[src/sram_pkg.sv]
// Shared constants and types for the separate-port double-rate SRAM link.
package sram_pkg;

  // Geometry of the narrow configuration: two 18-bit words per address.
  localparam int DATA_W = 18;
  localparam int BYTE_W = 9;
  localparam int BYTES  = 2;
  localparam int ADDR_W = 19;
  localparam int BURST  = 2;

  // Controller phase counter: the link clock period is four system clocks.
  localparam logic [1:0] PH_K_RISE    = 2'h0;
  localparam logic [1:0] PH_LAUNCH_WR = 2'h1;
  localparam logic [1:0] PH_KN_RISE   = 2'h2;
  localparam logic [1:0] PH_LAUNCH_RD = 2'h3;

  // Read capture taps, in system clocks after the read address edge.
  localparam int PIPE_LEN    = 9;
  localparam int TAP_W0_FULL = 4;
  localparam int TAP_W1_FULL = 6;
  localparam int TAP_W0_HALF = 6;
  localparam int TAP_W1_HALF = 8;

  // Read data buffer in the controller.
  localparam logic [1:0] FIFO_DEPTH = 2'h2;

  typedef logic [DATA_W-1:0] word_t;
  typedef logic [BYTES-1:0]  byteen_t;
  typedef logic [ADDR_W-1:0] addr_t;

endpackage

[src/sram_link_if.sv]
// Pin-level link between the memory controller and the SRAM device.
`timescale 1ns/10ps
interface sram_link_if;

  // Input clock pair and output clock pair, both made by the controller.
  logic                kClk;
  logic                kClkN;
  logic                cClk;
  logic                cClkN;
  // Shared address bus and port selects.
  sram_pkg::addr_t     addr;
  logic                readPortSelect_n;
  logic                writePortSelect_n;
  sram_pkg::byteen_t   byteWriteSelect_n;
  // Write data in, read data out.
  sram_pkg::word_t     d;
  sram_pkg::word_t     q;
  // Echo clocks that travel with the read data.
  logic                echoStrobe;
  logic                echoStrobeN;
  // Static latency mode strap.
  logic                pllBypassSelect;

  modport mem (
    input  kClk,
    input  kClkN,
    input  cClk,
    input  cClkN,
    input  addr,
    input  readPortSelect_n,
    input  writePortSelect_n,
    input  byteWriteSelect_n,
    input  d,
    input  pllBypassSelect,
    output q,
    output echoStrobe,
    output echoStrobeN
  );

  modport ctrl (
    output kClk,
    output kClkN,
    output cClk,
    output cClkN,
    output addr,
    output readPortSelect_n,
    output writePortSelect_n,
    output byteWriteSelect_n,
    output d,
    output pllBypassSelect,
    input  q,
    input  echoStrobe,
    input  echoStrobeN
  );

endinterface

[src/sram_ddr_controller.sv]
// Memory controller end: makes the link clocks, issues bursts and buffers read data.
`timescale 1ns/10ps
module sram_ddr_controller (
  // System clock and reset.
  input  logic                clk,
  input  logic                sys_rst,
  // Latency mode, high for the 1.5 cycle mode.
  input  logic                halfCycleMode,
  // Read requests.
  input  logic                rdReq,
  input  sram_pkg::addr_t     rdAddr,
  output logic                rdReady,
  // Write requests.
  input  logic                wrReq,
  input  sram_pkg::addr_t     wrAddr,
  input  sram_pkg::word_t     wrWord0,
  input  sram_pkg::word_t     wrWord1,
  input  sram_pkg::byteen_t   wrByteEn0,
  input  sram_pkg::byteen_t   wrByteEn1,
  output logic                wrReady,
  // Read data toward the user.
  output logic                rdValid,
  output sram_pkg::word_t     rdWord0,
  output sram_pkg::word_t     rdWord1,
  input  logic                rdTaken,
  // Pins toward the device.
  sram_link_if.ctrl           link
);

  logic [1:0]                      phase_r;
  logic                            kClk_r;
  logic                            modeSel_r;
  sram_pkg::addr_t                 addr_r;
  logic                            rpsN_r;
  logic                            wpsN_r;
  sram_pkg::byteen_t               bwsN_r;
  sram_pkg::word_t                 d_r;
  sram_pkg::addr_t                 wrAddrHold_r;
  sram_pkg::word_t                 wrWord1Hold_r;
  sram_pkg::byteen_t               wrBe1Hold_r;
  logic [sram_pkg::PIPE_LEN-1:0]   rdPipe_r;
  sram_pkg::word_t                 capWord0_r;
  logic [1:0]                      outstanding_r;
  logic [2*sram_pkg::DATA_W-1:0]   fifoMem_r [0:1];
  logic                            wrPtr_r;
  logic                            rdPtr_r;
  logic [1:0]                      count_r;

  wire       launchRd  = (phase_r == sram_pkg::PH_LAUNCH_RD);
  wire       launchWr2 = (phase_r == sram_pkg::PH_LAUNCH_WR);
  wire       kRise     = (phase_r == sram_pkg::PH_K_RISE);
  wire [2:0] inUse     = {1'b0, outstanding_r} + {1'b0, count_r};
  // A read is taken only when its burst is sure of a buffer slot, so a stalled
  // consumer throttles new reads instead of losing returned words.
  wire       rdAccept  = launchRd && rdReq && (inUse < {1'b0, sram_pkg::FIFO_DEPTH});
  wire       wrAccept  = launchRd && wrReq;
  wire       issueNow  = kRise && !rpsN_r;
  // Capture taps follow the latency the device was told to use.
  wire       cap0      = modeSel_r ? rdPipe_r[sram_pkg::TAP_W0_HALF] : rdPipe_r[sram_pkg::TAP_W0_FULL];
  wire       cap1      = modeSel_r ? rdPipe_r[sram_pkg::TAP_W1_HALF] : rdPipe_r[sram_pkg::TAP_W1_FULL];
  wire       pop       = rdValid && rdTaken;

  assign rdReady = rdAccept;
  assign wrReady = launchRd;
  assign rdValid = (count_r != 2'h0);
  assign rdWord0 = fifoMem_r[rdPtr_r][sram_pkg::DATA_W-1:0];
  assign rdWord1 = fifoMem_r[rdPtr_r][2*sram_pkg::DATA_W-1:sram_pkg::DATA_W];

  // Output clocks equal the input clocks, so the echo pair lines up with this capture.
  assign link.kClk              = kClk_r;
  assign link.kClkN             = ~kClk_r;
  assign link.cClk              = kClk_r;
  assign link.cClkN             = ~kClk_r;
  assign link.addr              = addr_r;
  assign link.readPortSelect_n  = rpsN_r;
  assign link.writePortSelect_n = wpsN_r;
  assign link.byteWriteSelect_n = bwsN_r;
  assign link.d                 = d_r;
  assign link.pllBypassSelect   = modeSel_r;

  // Link clock divider: one link period is four system clocks.
  always_ff @(posedge clk) begin
    if (sys_rst) begin
      phase_r <= 2'h0;
      kClk_r  <= 1'b0;
    end else begin
      phase_r <= phase_r + 2'h1;
      if (kRise) begin
        kClk_r <= 1'b1;
      end else if (phase_r == sram_pkg::PH_KN_RISE) begin
        kClk_r <= 1'b0;
      end
    end
  end

  // Mode changes only while the link is idle in reset, which keeps it static in use.
  always_ff @(posedge clk) begin
    if (sys_rst) begin
      modeSel_r <= halfCycleMode;
    end
  end

  // Pins change one system clock before the rise that samples them.
  always_ff @(posedge clk) begin
    if (sys_rst) begin
      rpsN_r <= 1'b1;
      wpsN_r <= 1'b1;
      bwsN_r <= 2'h3;
      addr_r <= '0;
      d_r    <= '0;
    end else if (launchRd) begin
      rpsN_r <= ~rdAccept;
      wpsN_r <= ~wrAccept;
      if (rdAccept) begin
        addr_r <= rdAddr;
      end
      if (wrAccept) begin
        d_r    <= wrWord0;
        bwsN_r <= ~wrByteEn0;
      end
    end else if (launchWr2 && !wpsN_r) begin
      addr_r <= wrAddrHold_r;
      d_r    <= wrWord1Hold_r;
      bwsN_r <= ~wrBe1Hold_r;
    end
  end

  always_ff @(posedge clk) begin
    if (sys_rst) begin
      wrAddrHold_r  <= '0;
      wrWord1Hold_r <= '0;
      wrBe1Hold_r   <= 2'h0;
    end else if (wrAccept) begin
      wrAddrHold_r  <= wrAddr;
      wrWord1Hold_r <= wrWord1;
      wrBe1Hold_r   <= wrByteEn1;
    end
  end

  // Read return: latency pipe, word pairing and the two-entry buffer.
  always_ff @(posedge clk) begin
    if (sys_rst) begin
      rdPipe_r      <= '0;
      capWord0_r    <= '0;
      outstanding_r <= 2'h0;
    end else begin
      rdPipe_r <= {rdPipe_r[sram_pkg::PIPE_LEN-2:0], issueNow};
      if (cap0) begin
        capWord0_r <= link.q;
      end
      outstanding_r <= outstanding_r + {1'b0, rdAccept} - {1'b0, cap1};
    end
  end

  always_ff @(posedge clk) begin
    if (cap1) begin
      fifoMem_r[wrPtr_r] <= {link.q, capWord0_r};
    end
  end

  always_ff @(posedge clk) begin
    if (sys_rst) begin
      wrPtr_r <= 1'b0;
      rdPtr_r <= 1'b0;
      count_r <= 2'h0;
    end else begin
      wrPtr_r <= wrPtr_r ^ cap1;
      rdPtr_r <= rdPtr_r ^ pop;
      count_r <= count_r + {1'b0, cap1} - {1'b0, pop};
    end
  end

endmodule

[src/flat_wrapper.sv]
// flat-port wrapper written by rule: the top's interface ports become plain ports
module sram_ddr_controller_flat 
  (clk, sys_rst, halfCycleMode, rdReq, rdAddr, rdReady, wrReq, wrAddr, wrWord0, wrWord1, wrByteEn0, wrByteEn1, wrReady, rdValid, rdWord0, rdWord1, rdTaken, link_kClk, link_kClkN, link_cClk, link_cClkN, link_addr, link_readPortSelect_n, link_writePortSelect_n, link_byteWriteSelect_n, link_d, link_pllBypassSelect, link_q, link_echoStrobe, link_echoStrobeN);
  sram_link_if link_i ();
  input  logic clk;
  input  logic sys_rst;
  input  logic halfCycleMode;
  input  logic rdReq;
  input  sram_pkg::addr_t rdAddr;
  output logic rdReady;
  input  logic wrReq;
  input  sram_pkg::addr_t wrAddr;
  input  sram_pkg::word_t wrWord0;
  input  sram_pkg::word_t wrWord1;
  input  sram_pkg::byteen_t wrByteEn0;
  input  sram_pkg::byteen_t wrByteEn1;
  output logic wrReady;
  output logic rdValid;
  output sram_pkg::word_t rdWord0;
  output sram_pkg::word_t rdWord1;
  input  logic rdTaken;
  output wire logic [$bits(link_i.kClk)-1:0] link_kClk;
  output wire logic [$bits(link_i.kClkN)-1:0] link_kClkN;
  output wire logic [$bits(link_i.cClk)-1:0] link_cClk;
  output wire logic [$bits(link_i.cClkN)-1:0] link_cClkN;
  output wire logic [$bits(link_i.addr)-1:0] link_addr;
  output wire logic [$bits(link_i.readPortSelect_n)-1:0] link_readPortSelect_n;
  output wire logic [$bits(link_i.writePortSelect_n)-1:0] link_writePortSelect_n;
  output wire logic [$bits(link_i.byteWriteSelect_n)-1:0] link_byteWriteSelect_n;
  output wire logic [$bits(link_i.d)-1:0] link_d;
  output wire logic [$bits(link_i.pllBypassSelect)-1:0] link_pllBypassSelect;
  input wire logic [$bits(link_i.q)-1:0] link_q;
  input wire logic [$bits(link_i.echoStrobe)-1:0] link_echoStrobe;
  input wire logic [$bits(link_i.echoStrobeN)-1:0] link_echoStrobeN;
  assign link_kClk = link_i.kClk;
  assign link_kClkN = link_i.kClkN;
  assign link_cClk = link_i.cClk;
  assign link_cClkN = link_i.cClkN;
  assign link_addr = link_i.addr;
  assign link_readPortSelect_n = link_i.readPortSelect_n;
  assign link_writePortSelect_n = link_i.writePortSelect_n;
  assign link_byteWriteSelect_n = link_i.byteWriteSelect_n;
  assign link_d = link_i.d;
  assign link_pllBypassSelect = link_i.pllBypassSelect;
  assign link_i.q = link_q;
  assign link_i.echoStrobe = link_echoStrobe;
  assign link_i.echoStrobeN = link_echoStrobeN;
  sram_ddr_controller u_core (.clk(clk), .sys_rst(sys_rst), .halfCycleMode(halfCycleMode), .rdReq(rdReq), .rdAddr(rdAddr), .rdReady(rdReady), .wrReq(wrReq), .wrAddr(wrAddr), .wrWord0(wrWord0), .wrWord1(wrWord1), .wrByteEn0(wrByteEn0), .wrByteEn1(wrByteEn1), .wrReady(wrReady), .rdValid(rdValid), .rdWord0(rdWord0), .rdWord1(rdWord1), .rdTaken(rdTaken), .link(link_i));
endmodule
[config.mk]
export PLATFORM = sky130hd
export DESIGN_NAME = sram_ddr_controller_flat
export DESIGN_NICKNAME = d
export VERILOG_FILES = /design/src/sram_pkg.sv /design/src/sram_link_if.sv /design/src/sram_ddr_controller.sv /design/src/flat_wrapper.sv
export SDC_FILE = /design/constraint.sdc
export NUM_CORES = 1
export LEC_CHECK = 0
export BUFFER_PORTS_ARGS = -buffer_cell sky130_fd_sc_hd__buf_2
export CELL_PAD_IN_SITES_DETAIL_PLACEMENT = 1
export CELL_PAD_IN_SITES_GLOBAL_PLACEMENT = 2
export CORE_AREA = 2 2 146 148
export CTS_CLUSTER_DIAMETER = 40
export DETAILED_ROUTE_END_ITERATION = 10
export DIE_AREA = 0 0 148 150
export GPL_TIMING_DRIVEN = 1
export PLACE_DENSITY = 0.85
export SYNTH_ARGS = -nofsm -noshare
export SYNTH_HDL_FRONTEND = slang
export SYNTH_SLANG_ARGS = --single-unit
[constraint.sdc]
create_clock -name clk -period 3.65 [get_ports clk]
set_input_delay 0 -clock clk [delete_from_list [all_inputs] [get_ports clk]]
set_output_delay 0 -clock clk [all_outputs]
set_load 0.02 [all_outputs]
==> results of run 1 <==
## worst max-delay path by stage
stage	start	endpoint	slack (ns)	cells after the start
4_1_cts	u_core.count_r[0]$_SDFF_PP0_	u_core.outstanding_r[1]$_SDFF_PP0_	1.36	10
3_3_place_gp	u_core.count_r[0]$_SDFF_PP0_	u_core.outstanding_r[1]$_SDFF_PP0_	1.43	10
5_1_grt	u_core.count_r[0]$_SDFF_PP0_	u_core.outstanding_r[1]$_SDFF_PP0_	1.19	10
3_5_place_dp	u_core.count_r[0]$_SDFF_PP0_	u_core.outstanding_r[1]$_SDFF_PP0_	1.37	10
6_report	u_core.count_r[0]$_SDFF_PP0_	u_core.outstanding_r[1]$_SDFF_PP0_	1.38	10
2_1_floorplan	u_core.count_r[0]$_SDFF_PP0_	u_core.outstanding_r[1]$_SDFF_PP0_	1.25	11
## sequential cells by signal (all words and copies together), names as in the netlist, 9 cells and up
signal                count
u_core.link.addr         19
u_core.rdPipe_r           9
u_core.wrAddrHold_r      19
u_core.wrWord1Hold_r     18
u_core.fifoMem_r         72
u_core.link.d            18
u_core.capWord0_r        18
## per-stage QoR
step	setup WS, ns	total power [mW]
floorplan	1.25	2.55
global placement	1.43	2.70
detailed placement	1.37	2.70
CTS	1.36	4.76
global route	1.19	4.88
finish	1.38	4.71
## critical path, stage by stage (launching register included)
cell,delay (ns)
dfxtp_1,0.36
and2_1,0.15
fa_1,0.41
and4bb_4,0.31
inv_1,0.05
ha_1,0.28
inv_1,0.05
ha_1,0.15
xor2_1,0.18
xnor2_1,0.14
nor2_1,0.05
## logic make-up after synthesis
family          after synthesis
compound gates              100
xor+xnor                      4
fa+ha+maj                    11
buf+inv                      56
flops                       189
mux                          78
simple gates                186
## power by group
part           total [mW]  leakage [nW]  switching, mW  internal (mW)
Sequential           2.24          1.60         0.0239           2.22
Combinational       0.500          1.90          0.258          0.242
Clock                1.97         0.312          0.911           1.06
## placed cells by master, fill, tap and decap left out, types with 5 or more instances in the layout
| cell type | n |
|---|---|
| nand2_1 | 115 |
| mux2i_1 | 39 |
| nor3_1 | 38 |
| clkbuf_16 | 17 |
| inv_1 | 10 |
| nor2_1 | 8 |
| a211oi_2 | 10 |
| dlygate4sd3_1 | 98 |
| mux2_2 | 38 |
| ha_1 | 9 |
| nor2b_1 | 11 |
| edfxtp_1 | 73 |
| buf_4 | 14 |
| buf_2 | 185 |
| dfxtp_1 | 116 |
| a211oi_1 | 27 |
| a21oi_1 | 58 |
| clkinv_8 | 5 |
## what timing repair did
action / CTS / global route
endpoints found under the hold margin: 134 / 0
hold buffers: 98 / 0
resized for setup: 0 / 0
## per-layer routing
layer	part of all wire (%)	vias up	GRT usage [%]
met5	0	-	0
met1	42	2743	19.6
met4	1.4	0	5.90
li1	-	2722	-
met3	6.3	23	5.64
met2	50	149	31.6
## area by class of cell
cell class / instances / area share, %
Timing Repair Buffer: 297 / 20.0
Sequential cell: 189 / 44.9
Multi-Input combinational cell: 379 / 24.9
Clock buffer: 17 / 4.23
Tap cell: 275 / 3.42
Clock inverter: 15 / 2.18
Inverter: 10 / 0.373
==> results.sh, run 1 <==
export IMPL_cts_sinks=189
export IMPL_worst_slew_pin_slew_ns=0.893
export IMPL_drt_pass1_iterations=4
export IMPL_gr_total_overflow=0
export IMPL_io_buffers=186
export IMPL_dpl_cell_count=1052
export IMPL_min_from="wrReq"
export IMPL_cts_setup_buffers=0
export IMPL_track_usage_pct=17.6
export IMPL_place_hpwl_microns=11400
export IMPL_initial_utilization_pct=35.2
export IMPL_design_area_sq_um=10100
export IMPL_coreArea_sq_um=20700
export IMPL_n_antenna_cell=0
export IMPL_outcome="finished, final reports clean"
export IMPL_die_area_sq_um=22200
export IMPL_drv_cap=0
export IMPL_synth_edf_count=73
export IMPL_utilization_pct=48.6
export IMPL_grt_pass1_vias=6124
export IMPL_multi_input_area_sq_um=2500
export IMPL_syn_avg_cell_area_sq_um=11.7
export IMPL_die_w_microns=148
export IMPL_post_synth_top_area_cell="dfxtp_1"
export IMPL_syn2layout_area_growth_pct=37.9
export IMPL_wl_per_cell_microns=16.4
export IMPL_fin_crit_ns=2.27
export IMPL_yosysMostFrequentCell="dfxtp_1"
export IMPL_synth_top_area_share_pct=31.9
export IMPL_critPathKind="flip-flop to flip-flop"
export IMPL_yosys_area_share_simple_pct=11.4
export IMPL_synthesis_instances=624
export IMPL_synth_xor_area_share_pct=0.481
export IMPL_tns_ns=0
export IMPL_hold_class="input pin to flip-flop"
export IMPL_crit_required_ns=3.94
export IMPL_synth_compound_area_share_pct=8.86
export IMPL_stdcell_count=1182
export IMPL_crit_fanout=4
export IMPL_slew_headroom_pct=40.5
export IMPL_finalHoldViolations=0
export IMPL_root_buffer="clkbuf_16"
export IMPL_ios=189
export IMPL_hold_path_end="u_core.wrWord1Hold_r[12]$_SDFFE_PP0P_"
export IMPL_gp_congestion=0.726
export IMPL_yosys_top_cells_area="dfxtp_1 (32%), edfxtp_1 (30%), nand2_1 (5.9%)"
export IMPL_synth_top_family_by_area="simple AND/OR/NAND/NOR gates"
export IMPL_cts_tree="yes"
export IMPL_grt_max_degree=76
export IMPL_via_count=5637
export IMPL_grt_antenna_before_repair=0
export IMPL_die_y_microns=150
export IMPL_place_area_sq_um=8430
export IMPL_vias_per_cell=4.77
export IMPL_drt_initial_drc_count=239
export IMPL_synth_area_sq_um=7290
export IMPL_setup_viol=0
export IMPL_ys_ff_latch=189
export IMPL_syn_nets=739
export IMPL_cp_start_kind="flip-flop"
export IMPL_rows=53
export IMPL_r2r_start="u_core.count_r[0]$_SDFF_PP0_"
export IMPL_hold_path_cell_count=5
export IMPL_max_freq_ghz=0.440
export IMPL_peakVddDrop_uv=312
export IMPL_yosysWarnings=0
export IMPL_muxShareOfSynthArea_pct=11.4
export IMPL_layout_nets=1009
export IMPL_skew_ns=0.0182
export IMPL_powerDensity_nw_per_um2=469
export IMPL_drive_above_1_share_pct=31.8
export IMPL_grt_pass1_wl_microns=30900
export IMPL_clkTransAtPathRegs_ns=0.08
export IMPL_power_leakage_nw=3.81
export IMPL_period_share_pct=62.2
export IMPL_r2r_slack_ns=1.38
export IMPL_cts_max_level=4
export IMPL_clock_latency_ns=0.44
export IMPL_r2r_end="u_core.outstanding_r[1]$_SDFF_PP0_"
export IMPL_whs_ns=0.0920
export IMPL_seq_area_sq_um=4510
export IMPL_setup_worst_path_end_class="flip-flop"
export IMPL_async_flop_share_pct=0
export IMPL_synth_cell_types=34
export IMPL_rsz0062_at_grt="false"
export IMPL_yosys_most_used_dff="dfxtp_1"
export IMPL_drc=0
export IMPL_ff2ff_path_depth=10
export IMPL_fillers=2252
export IMPL_synth_top_cells_by_count="dfxtp_1 (116), nand2_1 (115), edfxtp_1 (73)"
export IMPL_drv_slew=0
export IMPL_synthAdderAreaFrac_pct=1.99
export IMPL_wirelength_microns=19400
export IMPL_cts_buffer_depth=2
export IMPL_postRouteAntennaNets=0
export IMPL_cp_data_arrival_time_ns=2.56
export IMPL_cts_buffers=17
export IMPL_synth_yosys_seq_area_share_pct=61.9
Power figures use the tool's default switching activity.
==> run 2, diff against run 1 <==
--- a/config.mk
+++ b/config.mk
@@ -8,12 +8,12 @@
 export BUFFER_PORTS_ARGS = -buffer_cell sky130_fd_sc_hd__buf_2
 export CELL_PAD_IN_SITES_DETAIL_PLACEMENT = 1
 export CELL_PAD_IN_SITES_GLOBAL_PLACEMENT = 2
-export CORE_AREA = 2 2 146 148
+export CORE_AREA = 2 2 150 152
 export CTS_CLUSTER_DIAMETER = 40
 export DETAILED_ROUTE_END_ITERATION = 10
-export DIE_AREA = 0 0 148 150
+export DIE_AREA = 0 0 152 154
 export GPL_TIMING_DRIVEN = 1
-export PLACE_DENSITY = 0.85
+export PLACE_DENSITY = 0.81
 export SYNTH_ARGS = -nofsm -noshare
 export SYNTH_HDL_FRONTEND = slang
 export SYNTH_SLANG_ARGS = --single-unit
==> constraint.sdc (replaced) <==
create_clock -name clk -period 2.1 [get_ports clk]
set_input_delay 0 -clock clk [delete_from_list [all_inputs] [get_ports clk]]
set_output_delay 0 -clock clk [all_outputs]
set_load 0.02 [all_outputs]
==> results.sh, run 2 (same netlist as run 1, synthesis figures left out) <==
export IMPL_coreArea_sq_um=21700
export IMPL_drt_initial_drc_count=156
export IMPL_power_leakage_nw=3.87
export IMPL_gp_congestion=0.712
export IMPL_initial_utilization_pct=33.6
export IMPL_outcome="complete, but fails checks"
export IMPL_hold_path_end="u_core.rdPtr_r$_SDFF_PP0_"
export IMPL_cpMostUsedCell="ha_4"
export IMPL_place_hpwl_microns=12100
export IMPL_die_w_microns=152
export IMPL_crit_fanout=2
export IMPL_ios=189
export IMPL_drv_cap=0
export IMPL_largest_reg_flops=72
export IMPL_worst_slew_pin_slew_ns=0.620
export IMPL_crit_chain="and2_4, fa_1, and4bb_4, inv_4, ha_4, inv_2, ha_4, xor2_2, xnor2_1, nor2_1"
export IMPL_r2r_slack_ns=-0.07
export IMPL_drt_pass1_iterations=4
export IMPL_cp_start_kind="flip-flop"
export IMPL_n_antenna_cell=0
export IMPL_fin_crit_ns=2.17
export IMPL_skew_ns=0.0139
export IMPL_syn2layout_area_growth_pct=41.4
export IMPL_slew_headroom_pct=58.7
export IMPL_vias_per_cell=4.66
export IMPL_finalHoldViolations=0
export IMPL_drive_above_1_share_pct=34.2
export IMPL_final_cell_mix="buf_2 (184), nand2_1 (115), dfxtp_1 (113)"
export IMPL_wl_per_cell_microns=16.8
export IMPL_crit_family="adder cells"
export IMPL_fin_total_pwr_mw=8.12
export IMPL_place_area_sq_um=8600
export IMPL_layout_nets=1016
export IMPL_setup_viol=1
export IMPL_setup_worst_path_end_class="flip-flop"
export IMPL_powerDensity_nw_per_um2=787
export IMPL_hold_class="input pin to flip-flop"
export IMPL_place_ws_ns=-0.116
export IMPL_rsz0062_at_grt="true"
export IMPL_root_buffer="clkbuf_16"
export IMPL_cts_tree="yes"
export IMPL_drc=0
export IMPL_regMostFlops="u_core.fifoMem_r"
export IMPL_cp_num_buf_inv=2
export IMPL_design_area_sq_um=10300
export IMPL_crit_required_ns=2.38
export IMPL_grt_max_degree=61
export IMPL_cts_buffer_depth=2
export IMPL_layout_setup_ws_ns=-0.0702
export IMPL_wirelength_microns=20100
export IMPL_grt_pass1_vias=6148
export IMPL_crit_path_top_delay_cell="fa_1"
export IMPL_layout_commonest_cell="buf_2"
export IMPL_max_freq_ghz=0.461
export IMPL_cp_data_arrival_time_ns=2.45
export IMPL_cts_buffers=17
export IMPL_violations="negative setup slack"
export IMPL_cts_max_level=4
export IMPL_hold_path_cell_count=2
export IMPL_track_usage_pct=17.1
export IMPL_peakVddDrop_uv=484
export IMPL_min_from="sys_rst"
export IMPL_rows=54
export IMPL_ff2ff_path_depth=10
export IMPL_grt_pass1_wl_microns=32200
export IMPL_clkTransAtPathRegs_ns=0.08
export IMPL_period_share_pct=103
export IMPL_critPathKind="flip-flop to flip-flop"
export IMPL_drv_slew=0
export IMPL_die_y_microns=154
export IMPL_via_count=5569
export IMPL_cpPeakStageDelay_ns=0.43
export IMPL_grt_antenna_before_repair=1
export IMPL_whs_ns=0.0846
export IMPL_cts_sinks=189
export IMPL_die_area_sq_um=23400
export IMPL_gr_total_overflow=0
export IMPL_r2r_start="u_core.count_r[0]$_SDFF_PP0_"
export IMPL_r2r_end="u_core.outstanding_r[1]$_SDFF_PP0_"
export IMPL_clock_latency_ns=0.42
export IMPL_postRouteAntennaNets=0
export IMPL_io_buffers=186
## run 2: layer usage
| layer | global-route usage (%) | vias to the layer above | wire length (microns) |
|---|---|---|---|
| met5 | 0 | - | 13 |
| met4 | 4.01 | 2 | 173 |
| met3 | 5.33 | 14 | 1170 |
| met2 | 30.7 | 145 | 10100 |
| met1 | 20.0 | 2669 | 8600 |
| li1 | - | 2739 | - |
## run 2: per-stage QoR
stage / std cells / TNS, ns / utilization (%)
2_1_floorplan: 624 / -0.211 / -
3_3_place_gp: 1060 / -0.857 / 39.6
3_5_place_dp: 1060 / -1.52 / 39.6
4_1_cts: 1192 / -0.211 / 47.2
5_1_grt: 1194 / -0.335 / 47.5
6_report: 1194 / -0.0702 / 47.5
## run 2: worst max-delay path by stage
stage,startpoint,to,depth (start not counted)
2_1_floorplan,u_core.count_r[0]$_SDFF_PP0_,u_core.outstanding_r[1]$_SDFF_PP0_,11
3_3_place_gp,u_core.count_r[0]$_SDFF_PP0_,u_core.outstanding_r[1]$_SDFF_PP0_,10
3_5_place_dp,u_core.count_r[0]$_SDFF_PP0_,u_core.outstanding_r[1]$_SDFF_PP0_,10
4_1_cts,u_core.count_r[0]$_SDFF_PP0_,rdReady,5
5_1_grt,u_core.count_r[0]$_SDFF_PP0_,u_core.outstanding_r[1]$_SDFF_PP0_,10
6_report,u_core.count_r[0]$_SDFF_PP0_,u_core.outstanding_r[1]$_SDFF_PP0_,10
## run 2: power by group
group	internal [mW]	switching, mW	total [mW]
Clock	1.80	1.50	3.30
Combinational	0.457	0.462	0.919
Sequential	3.85	0.0481	3.90
## run 2: cell type report
class                      count  area [sq um]
multi-input combinational    379          2580
fill                        2341         11400
clock inverter                15           176
clock buffer                  17           425
sequential                   189          4520
inverter                      10          40.0
tap                          280           350
timing repair buffer         304          2220
## run 2: what timing repair did
item,in CTS,in global routing
hold buffers,98,0
hold endpoints to repair,134,0
buffers inserted,2,1
gates cloned,0,1
gates resized for setup,1,11
endpoints found under the setup margin,21,21
pin swaps,2,0
